## src/sms_pkg.sv

```systemverilog
// Package for the control-mode and torque-limit selection block.
// Assumes a single 100 MHz clock domain and an APB register port.
`default_nettype none
package sms_pkg;

  // Register byte offsets
  localparam logic [7:0] SMS_OFS_MODE_CFG = 8'h00;
  localparam logic [7:0] SMS_OFS_RESTART = 8'h04;
  localparam logic [7:0] SMS_OFS_FWD_INT = 8'h08;
  localparam logic [7:0] SMS_OFS_REV_INT = 8'h0c;
  localparam logic [7:0] SMS_OFS_FWD_EXT = 8'h10;
  localparam logic [7:0] SMS_OFS_REV_EXT = 8'h14;
  localparam logic [7:0] SMS_OFS_MOTOR_MAX = 8'h18;
  localparam logic [7:0] SMS_OFS_PRESET5 = 8'h1c;
  localparam logic [7:0] SMS_OFS_PRESET6 = 8'h20;
  localparam logic [7:0] SMS_OFS_PRESET7 = 8'h24;
  localparam logic [7:0] SMS_OFS_STATUS = 8'h28;

  // Field positions
  localparam int SMS_STS_MODE_LSB = 0;
  localparam int SMS_STS_PRESET_LSB = 4;
  localparam int SMS_STS_REV_BIT = 7;
  localparam int SMS_STS_LIMITED_BIT = 8;
  localparam int SMS_STS_COMB_LSB = 12;
  localparam int SMS_STS_FWDLIM_LSB = 16;
  localparam int SMS_RESTART_BIT = 0;

  // Widths and ranges
  localparam int SMS_LIM_W = 9;
  localparam int SMS_TQ_W = 11;
  localparam int SMS_SPD_W = 16;
  localparam logic [8:0] SMS_LIM_MAX = 9'h190;
  localparam logic [3:0] SMS_COMB_MIN = 4'h4;
  localparam logic [3:0] SMS_COMB_MAX = 4'hb;

  // Reset values
  localparam logic [3:0] SMS_RST_COMB = 4'h5;
  localparam logic [8:0] SMS_RST_FWD_INT = 9'h12c;
  localparam logic [8:0] SMS_RST_REV_INT = 9'h12c;
  localparam logic [8:0] SMS_RST_EXT = 9'h064;
  localparam logic [8:0] SMS_RST_MOTOR_MAX = 9'h12c;
  localparam logic [15:0] SMS_RST_PRESET = 16'h0000;

  typedef enum logic [2:0] {
    SMS_MD_SPEED = 3'b000,
    SMS_MD_PRESET = 3'b001,
    SMS_MD_POSITION = 3'b010,
    SMS_MD_TORQUE = 3'b011,
    SMS_MD_ZERO_CLAMP = 3'b100,
    SMS_MD_POS_INHIBIT = 3'b101
  } sms_mode_t;

  // Synchronised inputs, true means ON
  typedef struct packed {
    logic mode_switch_input;
    logic fwd_limit_select;
    logic rev_limit_select;
  } sms_pins_t;

  typedef struct packed {
    sms_mode_t mode;
    logic [2:0] preset_index;
    logic reverse_dir;
  } sms_sel_t;

endpackage

`default_nettype wire

```

## src/sms_mode_torque_sel.sv

```systemverilog
// Control-mode selection, preset-speed selection and torque limiting.
// Assumes active-low pins from the host controller, APB from software.
//
// The register offsets and the APB slave port were left to the implementer.
`timescale 1ns/10ps
`default_nettype none

// Function
// - Combination setting accepts codes 4 through B, each pairing two modes.
// - Codes 4, 5, 6 decide mode from mode switch and both limit selects.
// - Mode switch on picks preset index 4 to 7 (index 4 gives zero speed) and reverse travel.
// - Codes 7, 8, 9: switch on gives speed/torque/speed, off position/position/torque.
// - Code A toggles zero clamp on speed; code B toggles pulse prohibition.
// - Forward and reverse internal limits in percent of rated torque.
// - Any applied limit above motor maximum is clipped to that maximum.
// - Forward select on applies forward external limit, else forward internal.
// - Reverse select on applies reverse external limit, else reverse internal.
// - External limits accept 0 to 400, default 100, effective at once.
// - Torque-limited output asserted while output torque is being limited.
module sms_mode_torque_sel (
  // Clock and reset
  input wire logic clk_sys,
  input wire logic arst_n,
  // APB slave
  input wire logic psel,
  input wire logic penable,
  input wire logic pwrite,
  input wire logic [7:0] paddr,
  input wire logic [31:0] pwdata,
  output logic [31:0] prdata,
  output logic pready,
  output logic pslverr,
  // Host controller pins, active low
  input wire logic mode_switch_input_n,
  input wire logic fwd_limit_select_n,
  input wire logic rev_limit_select_n,
  // Torque path
  input wire logic signed [10:0] torque_req,
  output logic signed [10:0] torque_out,
  output logic torque_limited_flag_n,
  // Mode outputs
  output var sms_pkg::sms_sel_t sel_out,
  output logic [15:0] preset_speed,
  output logic [8:0] fwd_limit_applied,
  output logic [8:0] rev_limit_applied
);

  // Register file
  logic [3:0] comb_cfg_reg;
  logic [3:0] comb_act_reg;
  logic restart_reg;
  logic [8:0] fwd_int_reg;
  logic [8:0] rev_int_reg;
  logic [8:0] fwd_ext_reg;
  logic [8:0] rev_ext_reg;
  logic [8:0] motor_max_reg;
  logic [15:0] preset5_reg;
  logic [15:0] preset6_reg;
  logic [15:0] preset7_reg;
  logic [2:0] sync1_reg;
  logic [2:0] sync2_reg;
  logic [31:0] prdata_reg;
  logic pready_reg;
  logic pslverr_reg;
  logic signed [10:0] torque_out_reg;
  logic limited_n_reg;
  sms_pkg::sms_sel_t sel_reg;
  logic [15:0] preset_speed_reg;
  logic [8:0] fwd_lim_reg;
  logic [8:0] rev_lim_reg;

  // Clamp a written limit to the accepted range
  function automatic logic [8:0] sat_lim(input logic [31:0] v);
    sat_lim = (v > 32'(sms_pkg::SMS_LIM_MAX)) ? sms_pkg::SMS_LIM_MAX : v[8:0];
  endfunction

  function automatic logic comb_ok(input logic [3:0] c);
    comb_ok = (c >= sms_pkg::SMS_COMB_MIN) && (c <= sms_pkg::SMS_COMB_MAX);
  endfunction

  // Mode and preset decode from combination and inputs
  function automatic sms_pkg::sms_sel_t decode_sel(input logic [3:0] c,
                                                   input sms_pkg::sms_pins_t p);
    sms_pkg::sms_sel_t s;
    s.mode = sms_pkg::SMS_MD_SPEED;
    s.preset_index = 3'h0;
    s.reverse_dir = 1'b0;
    case (c)
      4'h4, 4'h5, 4'h6:
      begin
        if (!p.mode_switch_input && !p.fwd_limit_select && !p.rev_limit_select)
        begin
          s.mode = (c == 4'h4) ? sms_pkg::SMS_MD_SPEED :
                   (c == 4'h5) ? sms_pkg::SMS_MD_POSITION : sms_pkg::SMS_MD_TORQUE;
        end
        else
        begin
          s.mode = sms_pkg::SMS_MD_PRESET;
          s.preset_index = {p.mode_switch_input, p.fwd_limit_select, p.rev_limit_select};
          s.reverse_dir = p.mode_switch_input;
        end
      end
      4'h7:
        s.mode = p.mode_switch_input ? sms_pkg::SMS_MD_SPEED : sms_pkg::SMS_MD_POSITION;
      4'h8:
        s.mode = p.mode_switch_input ? sms_pkg::SMS_MD_TORQUE : sms_pkg::SMS_MD_POSITION;
      4'h9:
        s.mode = p.mode_switch_input ? sms_pkg::SMS_MD_SPEED : sms_pkg::SMS_MD_TORQUE;
      4'ha:
        s.mode = p.mode_switch_input ? sms_pkg::SMS_MD_ZERO_CLAMP : sms_pkg::SMS_MD_SPEED;
      4'hb:
        s.mode = p.mode_switch_input ? sms_pkg::SMS_MD_POS_INHIBIT : sms_pkg::SMS_MD_POSITION;
      default:
        s.mode = sms_pkg::SMS_MD_SPEED;
    endcase
    decode_sel = s;
  endfunction

  // Pin synchroniser, inputs inverted after the second stage
  always_ff @(posedge clk_sys or negedge arst_n)
  begin
    if (!arst_n)
    begin
      sync1_reg <= 3'h7;
      sync2_reg <= 3'h7;
    end
    else
    begin
      sync1_reg <= {mode_switch_input_n, fwd_limit_select_n, rev_limit_select_n};
      sync2_reg <= sync1_reg;
    end
  end

  wire sms_pkg::sms_pins_t pins_on = ~sync2_reg;

  // APB decode
  wire apb_setup = psel && !penable;
  wire apb_wr = psel && penable && pready_reg && pwrite;
  wire [31:0] wval = pwdata;
  wire wr_mode = apb_wr && (paddr == sms_pkg::SMS_OFS_MODE_CFG);
  wire wr_restart = apb_wr && (paddr == sms_pkg::SMS_OFS_RESTART);
  wire addr_hit = (paddr <= sms_pkg::SMS_OFS_STATUS) && (paddr[1:0] == 2'b00);
  wire bad_wr = pwrite && ((paddr == sms_pkg::SMS_OFS_STATUS) ||
                (paddr == sms_pkg::SMS_OFS_MODE_CFG && !comb_ok(wval[3:0])));

  // Applied limits
  wire [8:0] fwd_pick = pins_on.fwd_limit_select ? fwd_ext_reg : fwd_int_reg;
  wire [8:0] rev_pick = pins_on.rev_limit_select ? rev_ext_reg : rev_int_reg;
  wire [8:0] fwd_lim = (fwd_pick > motor_max_reg) ? motor_max_reg : fwd_pick;
  wire [8:0] rev_lim = (rev_pick > motor_max_reg) ? motor_max_reg : rev_pick;

  wire signed [10:0] fwd_lim_s = $signed({2'b00, fwd_lim});
  wire signed [10:0] rev_lim_s = -$signed({2'b00, rev_lim});
  wire over_fwd = torque_req > fwd_lim_s;
  wire over_rev = torque_req < rev_lim_s;
  wire signed [10:0] torque_clip = over_fwd ? fwd_lim_s : over_rev ? rev_lim_s : torque_req;

  wire sms_pkg::sms_sel_t sel_next = decode_sel(comb_act_reg, pins_on);
  wire [15:0] preset_next = (sel_next.preset_index == 3'h5) ? preset5_reg :
                            (sel_next.preset_index == 3'h6) ? preset6_reg :
                            (sel_next.preset_index == 3'h7) ? preset7_reg : 16'h0000;

  wire [31:0] status_word = (32'(sel_reg.mode) << sms_pkg::SMS_STS_MODE_LSB) |
                            (32'(sel_reg.preset_index) << sms_pkg::SMS_STS_PRESET_LSB) |
                            (32'(sel_reg.reverse_dir) << sms_pkg::SMS_STS_REV_BIT) |
                            (32'(!limited_n_reg) << sms_pkg::SMS_STS_LIMITED_BIT) |
                            (32'(comb_act_reg) << sms_pkg::SMS_STS_COMB_LSB) |
                            (32'(fwd_lim_reg) << sms_pkg::SMS_STS_FWDLIM_LSB);

  wire [31:0] rd_mux = (paddr == sms_pkg::SMS_OFS_MODE_CFG) ? 32'(comb_cfg_reg) :
                       (paddr == sms_pkg::SMS_OFS_FWD_INT) ? 32'(fwd_int_reg) :
                       (paddr == sms_pkg::SMS_OFS_REV_INT) ? 32'(rev_int_reg) :
                       (paddr == sms_pkg::SMS_OFS_FWD_EXT) ? 32'(fwd_ext_reg) :
                       (paddr == sms_pkg::SMS_OFS_REV_EXT) ? 32'(rev_ext_reg) :
                       (paddr == sms_pkg::SMS_OFS_MOTOR_MAX) ? 32'(motor_max_reg) :
                       (paddr == sms_pkg::SMS_OFS_PRESET5) ? 32'(preset5_reg) :
                       (paddr == sms_pkg::SMS_OFS_PRESET6) ? 32'(preset6_reg) :
                       (paddr == sms_pkg::SMS_OFS_PRESET7) ? 32'(preset7_reg) :
                       (paddr == sms_pkg::SMS_OFS_STATUS) ? status_word : 32'h0000_0000;

  // APB answer: data and response prepared in the setup cycle
  always_ff @(posedge clk_sys or negedge arst_n)
  begin
    if (!arst_n)
    begin
      pready_reg <= 1'b0;
      pslverr_reg <= 1'b0;
      prdata_reg <= 32'h0000_0000;
    end
    else
    begin
      pready_reg <= apb_setup;
      pslverr_reg <= apb_setup && (!addr_hit || bad_wr);
      prdata_reg <= (apb_setup && !pwrite) ? rd_mux : 32'h0000_0000;
    end
  end

  // Writable registers
  always_ff @(posedge clk_sys or negedge arst_n)
  begin
    if (!arst_n)
    begin
      comb_cfg_reg <= sms_pkg::SMS_RST_COMB;
      fwd_int_reg <= sms_pkg::SMS_RST_FWD_INT;
      rev_int_reg <= sms_pkg::SMS_RST_REV_INT;
      fwd_ext_reg <= sms_pkg::SMS_RST_EXT;
      rev_ext_reg <= sms_pkg::SMS_RST_EXT;
      motor_max_reg <= sms_pkg::SMS_RST_MOTOR_MAX;
      preset5_reg <= sms_pkg::SMS_RST_PRESET;
      preset6_reg <= sms_pkg::SMS_RST_PRESET;
      preset7_reg <= sms_pkg::SMS_RST_PRESET;
    end
    else if (apb_wr)
    begin
      if (paddr == sms_pkg::SMS_OFS_MODE_CFG && comb_ok(wval[3:0]))
        comb_cfg_reg <= wval[3:0];
      if (paddr == sms_pkg::SMS_OFS_FWD_INT)
        fwd_int_reg <= sat_lim(wval);
      if (paddr == sms_pkg::SMS_OFS_REV_INT)
        rev_int_reg <= sat_lim(wval);
      if (paddr == sms_pkg::SMS_OFS_FWD_EXT)
        fwd_ext_reg <= sat_lim(wval);
      if (paddr == sms_pkg::SMS_OFS_REV_EXT)
        rev_ext_reg <= sat_lim(wval);
      if (paddr == sms_pkg::SMS_OFS_MOTOR_MAX)
        motor_max_reg <= sat_lim(wval);
      if (paddr == sms_pkg::SMS_OFS_PRESET5)
        preset5_reg <= wval[15:0];
      if (paddr == sms_pkg::SMS_OFS_PRESET6)
        preset6_reg <= wval[15:0];
      if (paddr == sms_pkg::SMS_OFS_PRESET7)
        preset7_reg <= wval[15:0];
    end
  end

  // Active combination taken at reset release and on a restart command
  always_ff @(posedge clk_sys or negedge arst_n)
  begin
    if (!arst_n)
    begin
      restart_reg <= 1'b1;
      comb_act_reg <= sms_pkg::SMS_RST_COMB;
    end
    else
    begin
      restart_reg <= wr_restart && wval[sms_pkg::SMS_RESTART_BIT];
      if (restart_reg)
        comb_act_reg <= comb_cfg_reg;
    end
  end

  // Registered outputs
  always_ff @(posedge clk_sys or negedge arst_n)
  begin
    if (!arst_n)
    begin
      sel_reg <= '0;
      preset_speed_reg <= 16'h0000;
      fwd_lim_reg <= 9'h000;
      rev_lim_reg <= 9'h000;
      torque_out_reg <= 11'sh000;
      limited_n_reg <= 1'b1;
    end
    else
    begin
      sel_reg <= sel_next;
      preset_speed_reg <= preset_next;
      fwd_lim_reg <= fwd_lim;
      rev_lim_reg <= rev_lim;
      torque_out_reg <= torque_clip;
      limited_n_reg <= !(over_fwd || over_rev);
    end
  end

  assign prdata = prdata_reg;
  assign pready = pready_reg;
  assign pslverr = pslverr_reg;
  assign sel_out = sel_reg;
  assign preset_speed = preset_speed_reg;
  assign fwd_limit_applied = fwd_lim_reg;
  assign rev_limit_applied = rev_lim_reg;
  assign torque_out = torque_out_reg;
  assign torque_limited_flag_n = limited_n_reg;
endmodule

`default_nettype wire

```

## config.mk

```make
export PLATFORM = sky130hd
export DESIGN_NAME = sms_mode_torque_sel
export DESIGN_NICKNAME = d
export VERILOG_FILES = /design/src/sms_pkg.sv /design/src/sms_mode_torque_sel.sv
export SDC_FILE = /design/constraint.sdc
export NUM_CORES = 1
export LEC_CHECK = 0
export ABC_CLOCK_PERIOD_IN_PS = 5500
export CORE_MARGIN = 2
export CORE_UTILIZATION = 50
export DETAILED_ROUTE_END_ITERATION = 8
export DONT_BUFFER_PORTS = 1
export GPL_TIMING_DRIVEN = 0
export PLACE_DENSITY = 0.71
export SLEW_MARGIN = 15
export SYNTH_ARGS = -nofsm -noshare
export SYNTH_HDL_FRONTEND = slang
export SYNTH_SLANG_ARGS = --single-unit
```

## constraint.sdc

```tcl
create_clock -name clk_sys -period 5.5 [get_ports clk_sys]
set_input_delay 1.1 -clock clk_sys [delete_from_list [all_inputs] [get_ports clk_sys]]
set_output_delay 1.1 -clock clk_sys [all_outputs]
set_load 0.1 [all_outputs]
```

## Word level (Yosys, flattened, before mapping)

Cells that the tools add are included.

| word-level totals | value |
|---|---|
| flip-flop bits (word level) | 188 |
| output and inout port bits | 87 |

| operators by class | value |
|---|---|
| add/subtract/negate cells | 1 |
| $lt $le $gt $ge | 8 |
| equal/unequal tests | 21 |
| mux-type cells | 32 |
| bitwise gates (word level) | 6 |
| reductions and logical operators | 39 |

Operators with widths:

| cell | number |
|---|---|
| $mux W25 | 11 |
| $mux W16 | 3 |
| $mux W9 | 5 |
| $eq A8 B5 Y1 const B | 4 |
| $gt A32 B9 Y1 const B | 1 |
| $or A16 B25 Y25 | 1 |
| $eq A8 B6 Y1 const B | 3 |
| $mux W11 | 2 |
| $gt A9 B9 Y1 | 2 |
| $pmux W3 S6 | 1 |
| $reduce_and A2 Y1 | 9 |
| $eq A4 B3 Y1 const B | 4 |
| $eq A4 B4 Y1 const B | 4 |
| $eq A8 B4 Y1 const B | 2 |
| $or A9 B16 Y16 | 1 |
| $logic_and A1 B1 Y1 | 15 |
| $gt A11 B10 Y1 | 1 |
| $lt A11 B11 Y1 | 1 |
| $neg A9 Y11 | 1 |
| $eq A3 B3 Y1 const B | 3 |
| $logic_not A1 Y1 | 9 |
| $or A8 B9 Y9 | 1 |
| $eq A8 B3 Y1 const B | 1 |
| $le A8 B6 Y1 const B | 1 |
| other kinds (13) | 21 |

## Logic depth before layout (Yosys ltp)

| logic depth | value |
|---|---|
| depth after elaboration | 16 |
| gate-level depth with buffers | 27 |
| mapped depth without buffers | 23 |

## Worst setup path before layout

OpenSTA, ideal clock, no wires.

| timing path | value |
|---|---|
| path type | flip-flop to flip-flop |
| start | register sync2_reg[0] |
| end | register torque_out_reg[4], in the netlist torque_out[4] |
| data arrival time | 4.864 ns |
| data required time | 5.421 ns |
| slack | 0.556 ns |
| stages on the path, launching flop included | 26 |
| period minus slack after synthesis | 4.944 ns |
| path through | dfstp_2 -> buf_6 -> mux2i_1 -> inv_1 -> ha_1 -> nor2b_1 -> o21a_1 -> o21a_2 -> o21ai_4 -> buf_2 -> buf_2 -> nand2_1 -> o21ai_0 -> ha_1 -> nand2_1 -> nor2_1 -> xnor2_1 -> o21ai_0 -> ha_1 -> a211oi_1 -> a21oi_1 -> nand3_1 -> o221a_2 -> o21ai_4 -> mux2_4 -> mux2i_1 |

| on the way | value |
|---|---|
| longest elaborated chain between the ends | 8 |

RTL lines:

| element | line | RTL |
|---|---|---|
| start, declared | sms_mode_torque_sel.sv:61 | `logic [2:0] sync2_reg;` |
| start signal, assigned | sms_mode_torque_sel.sv:130 | `sync2_reg <= sync1_reg;` |
| $not A3 Y3 (*) | sms_mode_torque_sel.sv:134 | `wire sms_pkg::sms_pins_t pins_on = ~sync2_reg;` |
| $mux W9 (*) | sms_mode_torque_sel.sv:148 | `wire [8:0] rev_pick = pins_on.rev_limit_select ? rev_ext_reg : rev_int_reg;` |
| $gt A9 B9 Y1 | sms_mode_torque_sel.sv:150 | `wire [8:0] rev_lim = (rev_pick > motor_max_reg) ? motor_max_reg : rev_pick;` |
| $mux W9 (*) | sms_mode_torque_sel.sv:150 |  |
| $neg A9 Y11 (*) | sms_mode_torque_sel.sv:153 | `wire signed [10:0] rev_lim_s = -$signed({2'b00, rev_lim});` |
| $lt A11 B11 Y1 | sms_mode_torque_sel.sv:155 | `wire over_rev = torque_req < rev_lim_s;` |
| $mux W11 (*) (2 in series) | sms_mode_torque_sel.sv:156 | `wire signed [10:0] torque_clip = over_fwd ? fwd_lim_s : over_rev ? rev_lim_s : torque_req;` |
| net torque_clip[4] | sms_mode_torque_sel.sv:156 |  |
| end signal, assigned | sms_mode_torque_sel.sv:270 | `torque_out_reg <= torque_clip;` |
| end, declared | sms_mode_torque_sel.sv:65 | `logic signed [10:0] torque_out_reg;` |

Mark *: on every way through the listed nets, which the timed path passes. The rest lies on a longest branch.
A chain may end at the register's enable or synchronous reset.

## Worst setup path after layout

| timing path | value |
|---|---|
| start | register sync2_reg[1] |
| end | register torque_out_reg[6], in the netlist torque_out[6] |

| on the way | value |
|---|---|
| longest elaborated chain between the ends | 6 |

RTL lines:

| element | line | RTL |
|---|---|---|
| $not A3 Y3 (*) | sms_mode_torque_sel.sv:134 |  |
| $mux W9 (*) | sms_mode_torque_sel.sv:147 | `wire [8:0] fwd_pick = pins_on.fwd_limit_select ? fwd_ext_reg : fwd_int_reg;` |
| $gt A9 B9 Y1 | sms_mode_torque_sel.sv:149 | `wire [8:0] fwd_lim = (fwd_pick > motor_max_reg) ? motor_max_reg : fwd_pick;` |
| $mux W9 (*) | sms_mode_torque_sel.sv:149 |  |
| $gt A11 B10 Y1 | sms_mode_torque_sel.sv:154 | `wire over_fwd = torque_req > fwd_lim_s;` |
| $mux W11 (*) | sms_mode_torque_sel.sv:156 |  |
| net torque_clip[6] | sms_mode_torque_sel.sv:156 |  |

Marks and branches as above.

==> results by group <==
Drt
  • Routed wire length: 26300 um
  • Vias per Instance: 6.22
  • DR WL/cell: 22.2 um
  • Via count: 7382
  • DRT Pass-1 Iters: 6
  • Post-DRT Antenna Nets: 0
  • DRC: 0
  • Initial detailed-routing violation count: 753

Yosys
  • EDFF count, synth: 0
  • Share of async-settable or async-resettable flops after synthesis: 1.00
  • Post-Synth Simple-Gate Area: 0.126
  • Post-synthesis adder-cell area fraction: 0.0503
  • Seq cells post-synth: 187
  • Yosys cell types: 69
  • Post-synthesis mux area share: 0.132
  • Mapped Area: 9450 um2
  • Synth warn: 0
  • Primary FF master, synth: dfrtp_1
  • Syn Inst Count: 907
  • Syn_area_per_cell: 10.4 um2
  • Post-synthesis compound-gate area fraction: 0.144
  • Largest family of logic cells by synthesized area: compound AO/OA/AOI/OAI gates
  • XOR/XNOR Fraction of Synth Area: 0.00834
  • Sequential share of the synthesized area: 0.499

STA
  • RSZ-0062 raised after global routing: false
  • Slew Viols, Final: 0
  • Final hold vios: 0
  • Slew @ Worst Pin: 1.13 ns
  • Tmin final: 5.15 ns
  • Final setup violation count: 0
  • Final Skew: 0.0131 ns
  • Max-slew headroom: 0.244
  • Period utilization: 0.937
  • Fmax: 194 MHz

Clocking
  • CTS tree: done
  • Clock latency on the worst-skew pair: 0.44 ns
  • H-tree depth: 4
  • Clock sink total: 187
  • Total CTS buffers: 17
  • Root Buffer: clkbuf_16
  • Worst-case clock buffer depth: 2
  • Clock-pin slew on the worst setup and hold paths: 0.07 ns

Floorplan
  • Die H: 141 um
  • Core Footprint: 18600 um2
  • Num rows: 50
  • Initial Util: 0.507
  • Num ports: 146
  • DIE AREA: 20000 um2
  • Die W: 141 um

Finish
  • Fillers: 1564
  • Register area: 4720 um2
  • Layout area overhead: 11.7%
  • Layout cells sized above 1: 0.200
  • Multi-input combinational cell area: 4480 um2
  • Number of antenna diodes: 0
  • # nets final: 1036
  • Finished Cell Area: 10600 um2
  • Final std cells w/o fill: 1186
  • Fin util: 0.566
  • Max reg flops: 25

Setup path
  • Arrival time of the worst setup path: 5.47 ns
  • Worst r2r path cells: 20
  • Worst EP required: 5.82 ns
  • Crit-path max FO: 12
  • Critical Path Source Type: register
  • CP Capture Type: register
  • Crit path kind: register to register

Power and ir drop
  • Leak Pwr: 4.89 nW
  • VDD IR max: 0.213 mV
  • Pint: 2.23 mW
  • Total power: 3.03 mW
  • Pwr Density: 287 nW/um2
  • Psw: 805 uW
  • Comb pwr share: 0.071
  • Seq pwr share: 0.501
  • Clock share of power: 0.428
  • Switching Share: 0.266

Run
  • Max_cap viols: 0

Hold path
  • Type of the tightest min-delay check: primary input to async pin

GRT
  • Total gr overflow: 0
  • First-pass GRT wire length: 40300 um
  • Largest net degree at the start of global routing: 188
  • Vias in the first global route: 7136
  • Initial antenna violation count: 0
  • GRT Total Usage: 0.267

Status
  • Status: completed

Placed design
  • Placer Congestion: 0.945
  • DP Wirelength: 18800 um
  • Buffers on Ports: 0
  • Placed cells: 1147
  • Area post-placement: 9770 um2
==> stage by stage <==
step                setup WS, ns  hold slack [ns]  setup TNS [ns]
global route              0.0169            0.340               0
CTS                       0.0602            0.345               0
global placement          -0.241            0.347           -2.38
floorplan                  0.556            0.345               0
finish                     0.348            0.356               0
detailed placement        -0.362            0.347           -3.43
==> cell usage in the layout, fill, tap and decap left out, types with 6 or more instances in the layout <==
cell type,synthesis,routed
clkbuf_16,0,17
and2_1,13,13
a22oi_1,9,9
ha_1,38,37
dfstp_2,30,30
a222oi_1,11,11
o22ai_1,7,7
xnor2_1,9,9
o21ai_0,78,74
o21a_1,11,11
mux2i_1,37,32
inv_1,37,37
conb_1,1,7
nor2_1,72,71
buf_4,9,16
clkbuf_1,32,32
nor2b_1,9,9
nor4_1,6,6
nand2_1,100,100
mux2_2,71,71
a21oi_1,45,44
dfrtp_1,157,157
nand4_1,9,9
nand3_1,11,11
nor3_1,16,16
==> power groups by stage <==
stage | Sequential, mW | Combinational [mW] | Clock (mW)
after floorplan | 1.54 | 0.157 | 0
after global placement | 1.54 | 0.190 | 0
after detailed placement | 1.54 | 0.193 | 0
after CTS | 1.52 | 0.201 | 1.31
after global routing | 1.52 | 0.233 | 1.36
final | 1.52 | 0.214 | 1.30
==> critical path, cell delays in order (launching register included) <==
cell      delay (ns)
dfstp_2         0.73
mux2_2          0.43
ha_1            0.30
nor2b_1         0.13
o21a_1          0.17
o21a_1          0.16
o21ai_0         0.15
a21oi_1         0.09
o21a_1          0.22
o21ai_4         0.37
mux2i_2         0.39
ha_1            0.31
nor2b_1         0.13
o21ai_0         0.15
nand2b_1        0.08
a21oi_1         0.19
nor3_1          0.11
o21ai_2         0.27
inv_1           0.19
a221o_1         0.33
o21a_1          0.13
==> final cells by class <==
cell class,instances,share of cell area
inverter,37,0.0132
sequential,187,0.447
tap,234,0.0277
buffer,49,0.0242
clock buffer,20,0.0433
multi-input combinational,640,0.424
timing repair buffer,7,0.00498
clock inverter,12,0.0153
==> timing repair <==
item	in CTS	in global routing
cloned	1	0
hold buffers	0	0
pin swaps	2	7
endpoints found under the hold margin	0	0
endpoints found under the setup margin	12	12
buffers inserted	1	6
gates resized for setup	10	20
==> layer usage <==
metal | vias up | global-route usage | wire [um]
met5 | - | 0 | 0
met4 | 0 | 0.111 | 841
met3 | 67 | 0.0736 | 2310
met2 | 394 | 0.409 | 12100
met1 | 3629 | 0.360 | 11000
li1 | 3292 | - | -
==> final timing paths <==
| check | endpoint | slack (ns) | from |
|---|---|---|---|
| min in group clk_sys | sync2_reg[0] | 0.36 | sync1_reg[0] |
| worst min-delay path | rev_limit_applied[0] | 0.36 | arst_n |
| max in group asynchronous | rev_int_reg[3] | 4.75 | arst_n |
| worst max register to register | torque_out[6] | 0.35 | sync2_reg[1] |
| worst min register to register | sync2_reg[0] | 0.36 | sync1_reg[0] |
| worst max-delay path | torque_out[6] | 0.35 | sync2_reg[1] |
==> synthesized netlist by cell type (3+ instances only) <==
cell | number | area, um2
ha_1 | 38 | 475
mux2_2 | 71 | 800
o21a_1 | 11 | 82.6
and2_1 | 13 | 81.3
xnor2_1 | 9 | 78.8
o211ai_1 | 4 | 30.0
clkbuf_1 | 32 | 120
o31ai_1 | 5 | 37.5
nor2_1 | 72 | 270
mux2_4 | 3 | 45.0
or2_2 | 3 | 18.8
dfstp_2 | 30 | 788
a21oi_1 | 45 | 225
a21o_1 | 3 | 22.5
nand2b_1 | 5 | 31.3
nand3_1 | 11 | 55.1
nor3_1 | 16 | 80.1
nor4_1 | 6 | 37.5
a221o_1 | 3 | 30.0
a221oi_1 | 3 | 26.3
o21ai_0 | 78 | 390
a222oi_1 | 11 | 110
buf_4 | 9 | 67.6
dfrtp_1 | 157 | 3930
inv_1 | 37 | 139
buf_2 | 5 | 25.0
nor2b_1 | 9 | 56.3
a31oi_1 | 5 | 31.3
mux2i_1 | 37 | 370
nand2_1 | 100 | 375
nand4_1 | 9 | 56.3
a22o_1 | 5 | 43.8
o22ai_1 | 7 | 43.8
nor2_2 | 3 | 18.8
a22oi_1 | 9 | 67.6
==> logic make-up after synthesis <==
kind of cell	after synthesis
adder cells (fa/ha/maj)	38
multiplexers	113
buffers and inverters	87
flip-flops	187
AND/OR/NAND/NOR	261
XOR/XNOR	9
other	1
AO/OA/AOI/OAI	211
(Power assumes the default switching activity.)
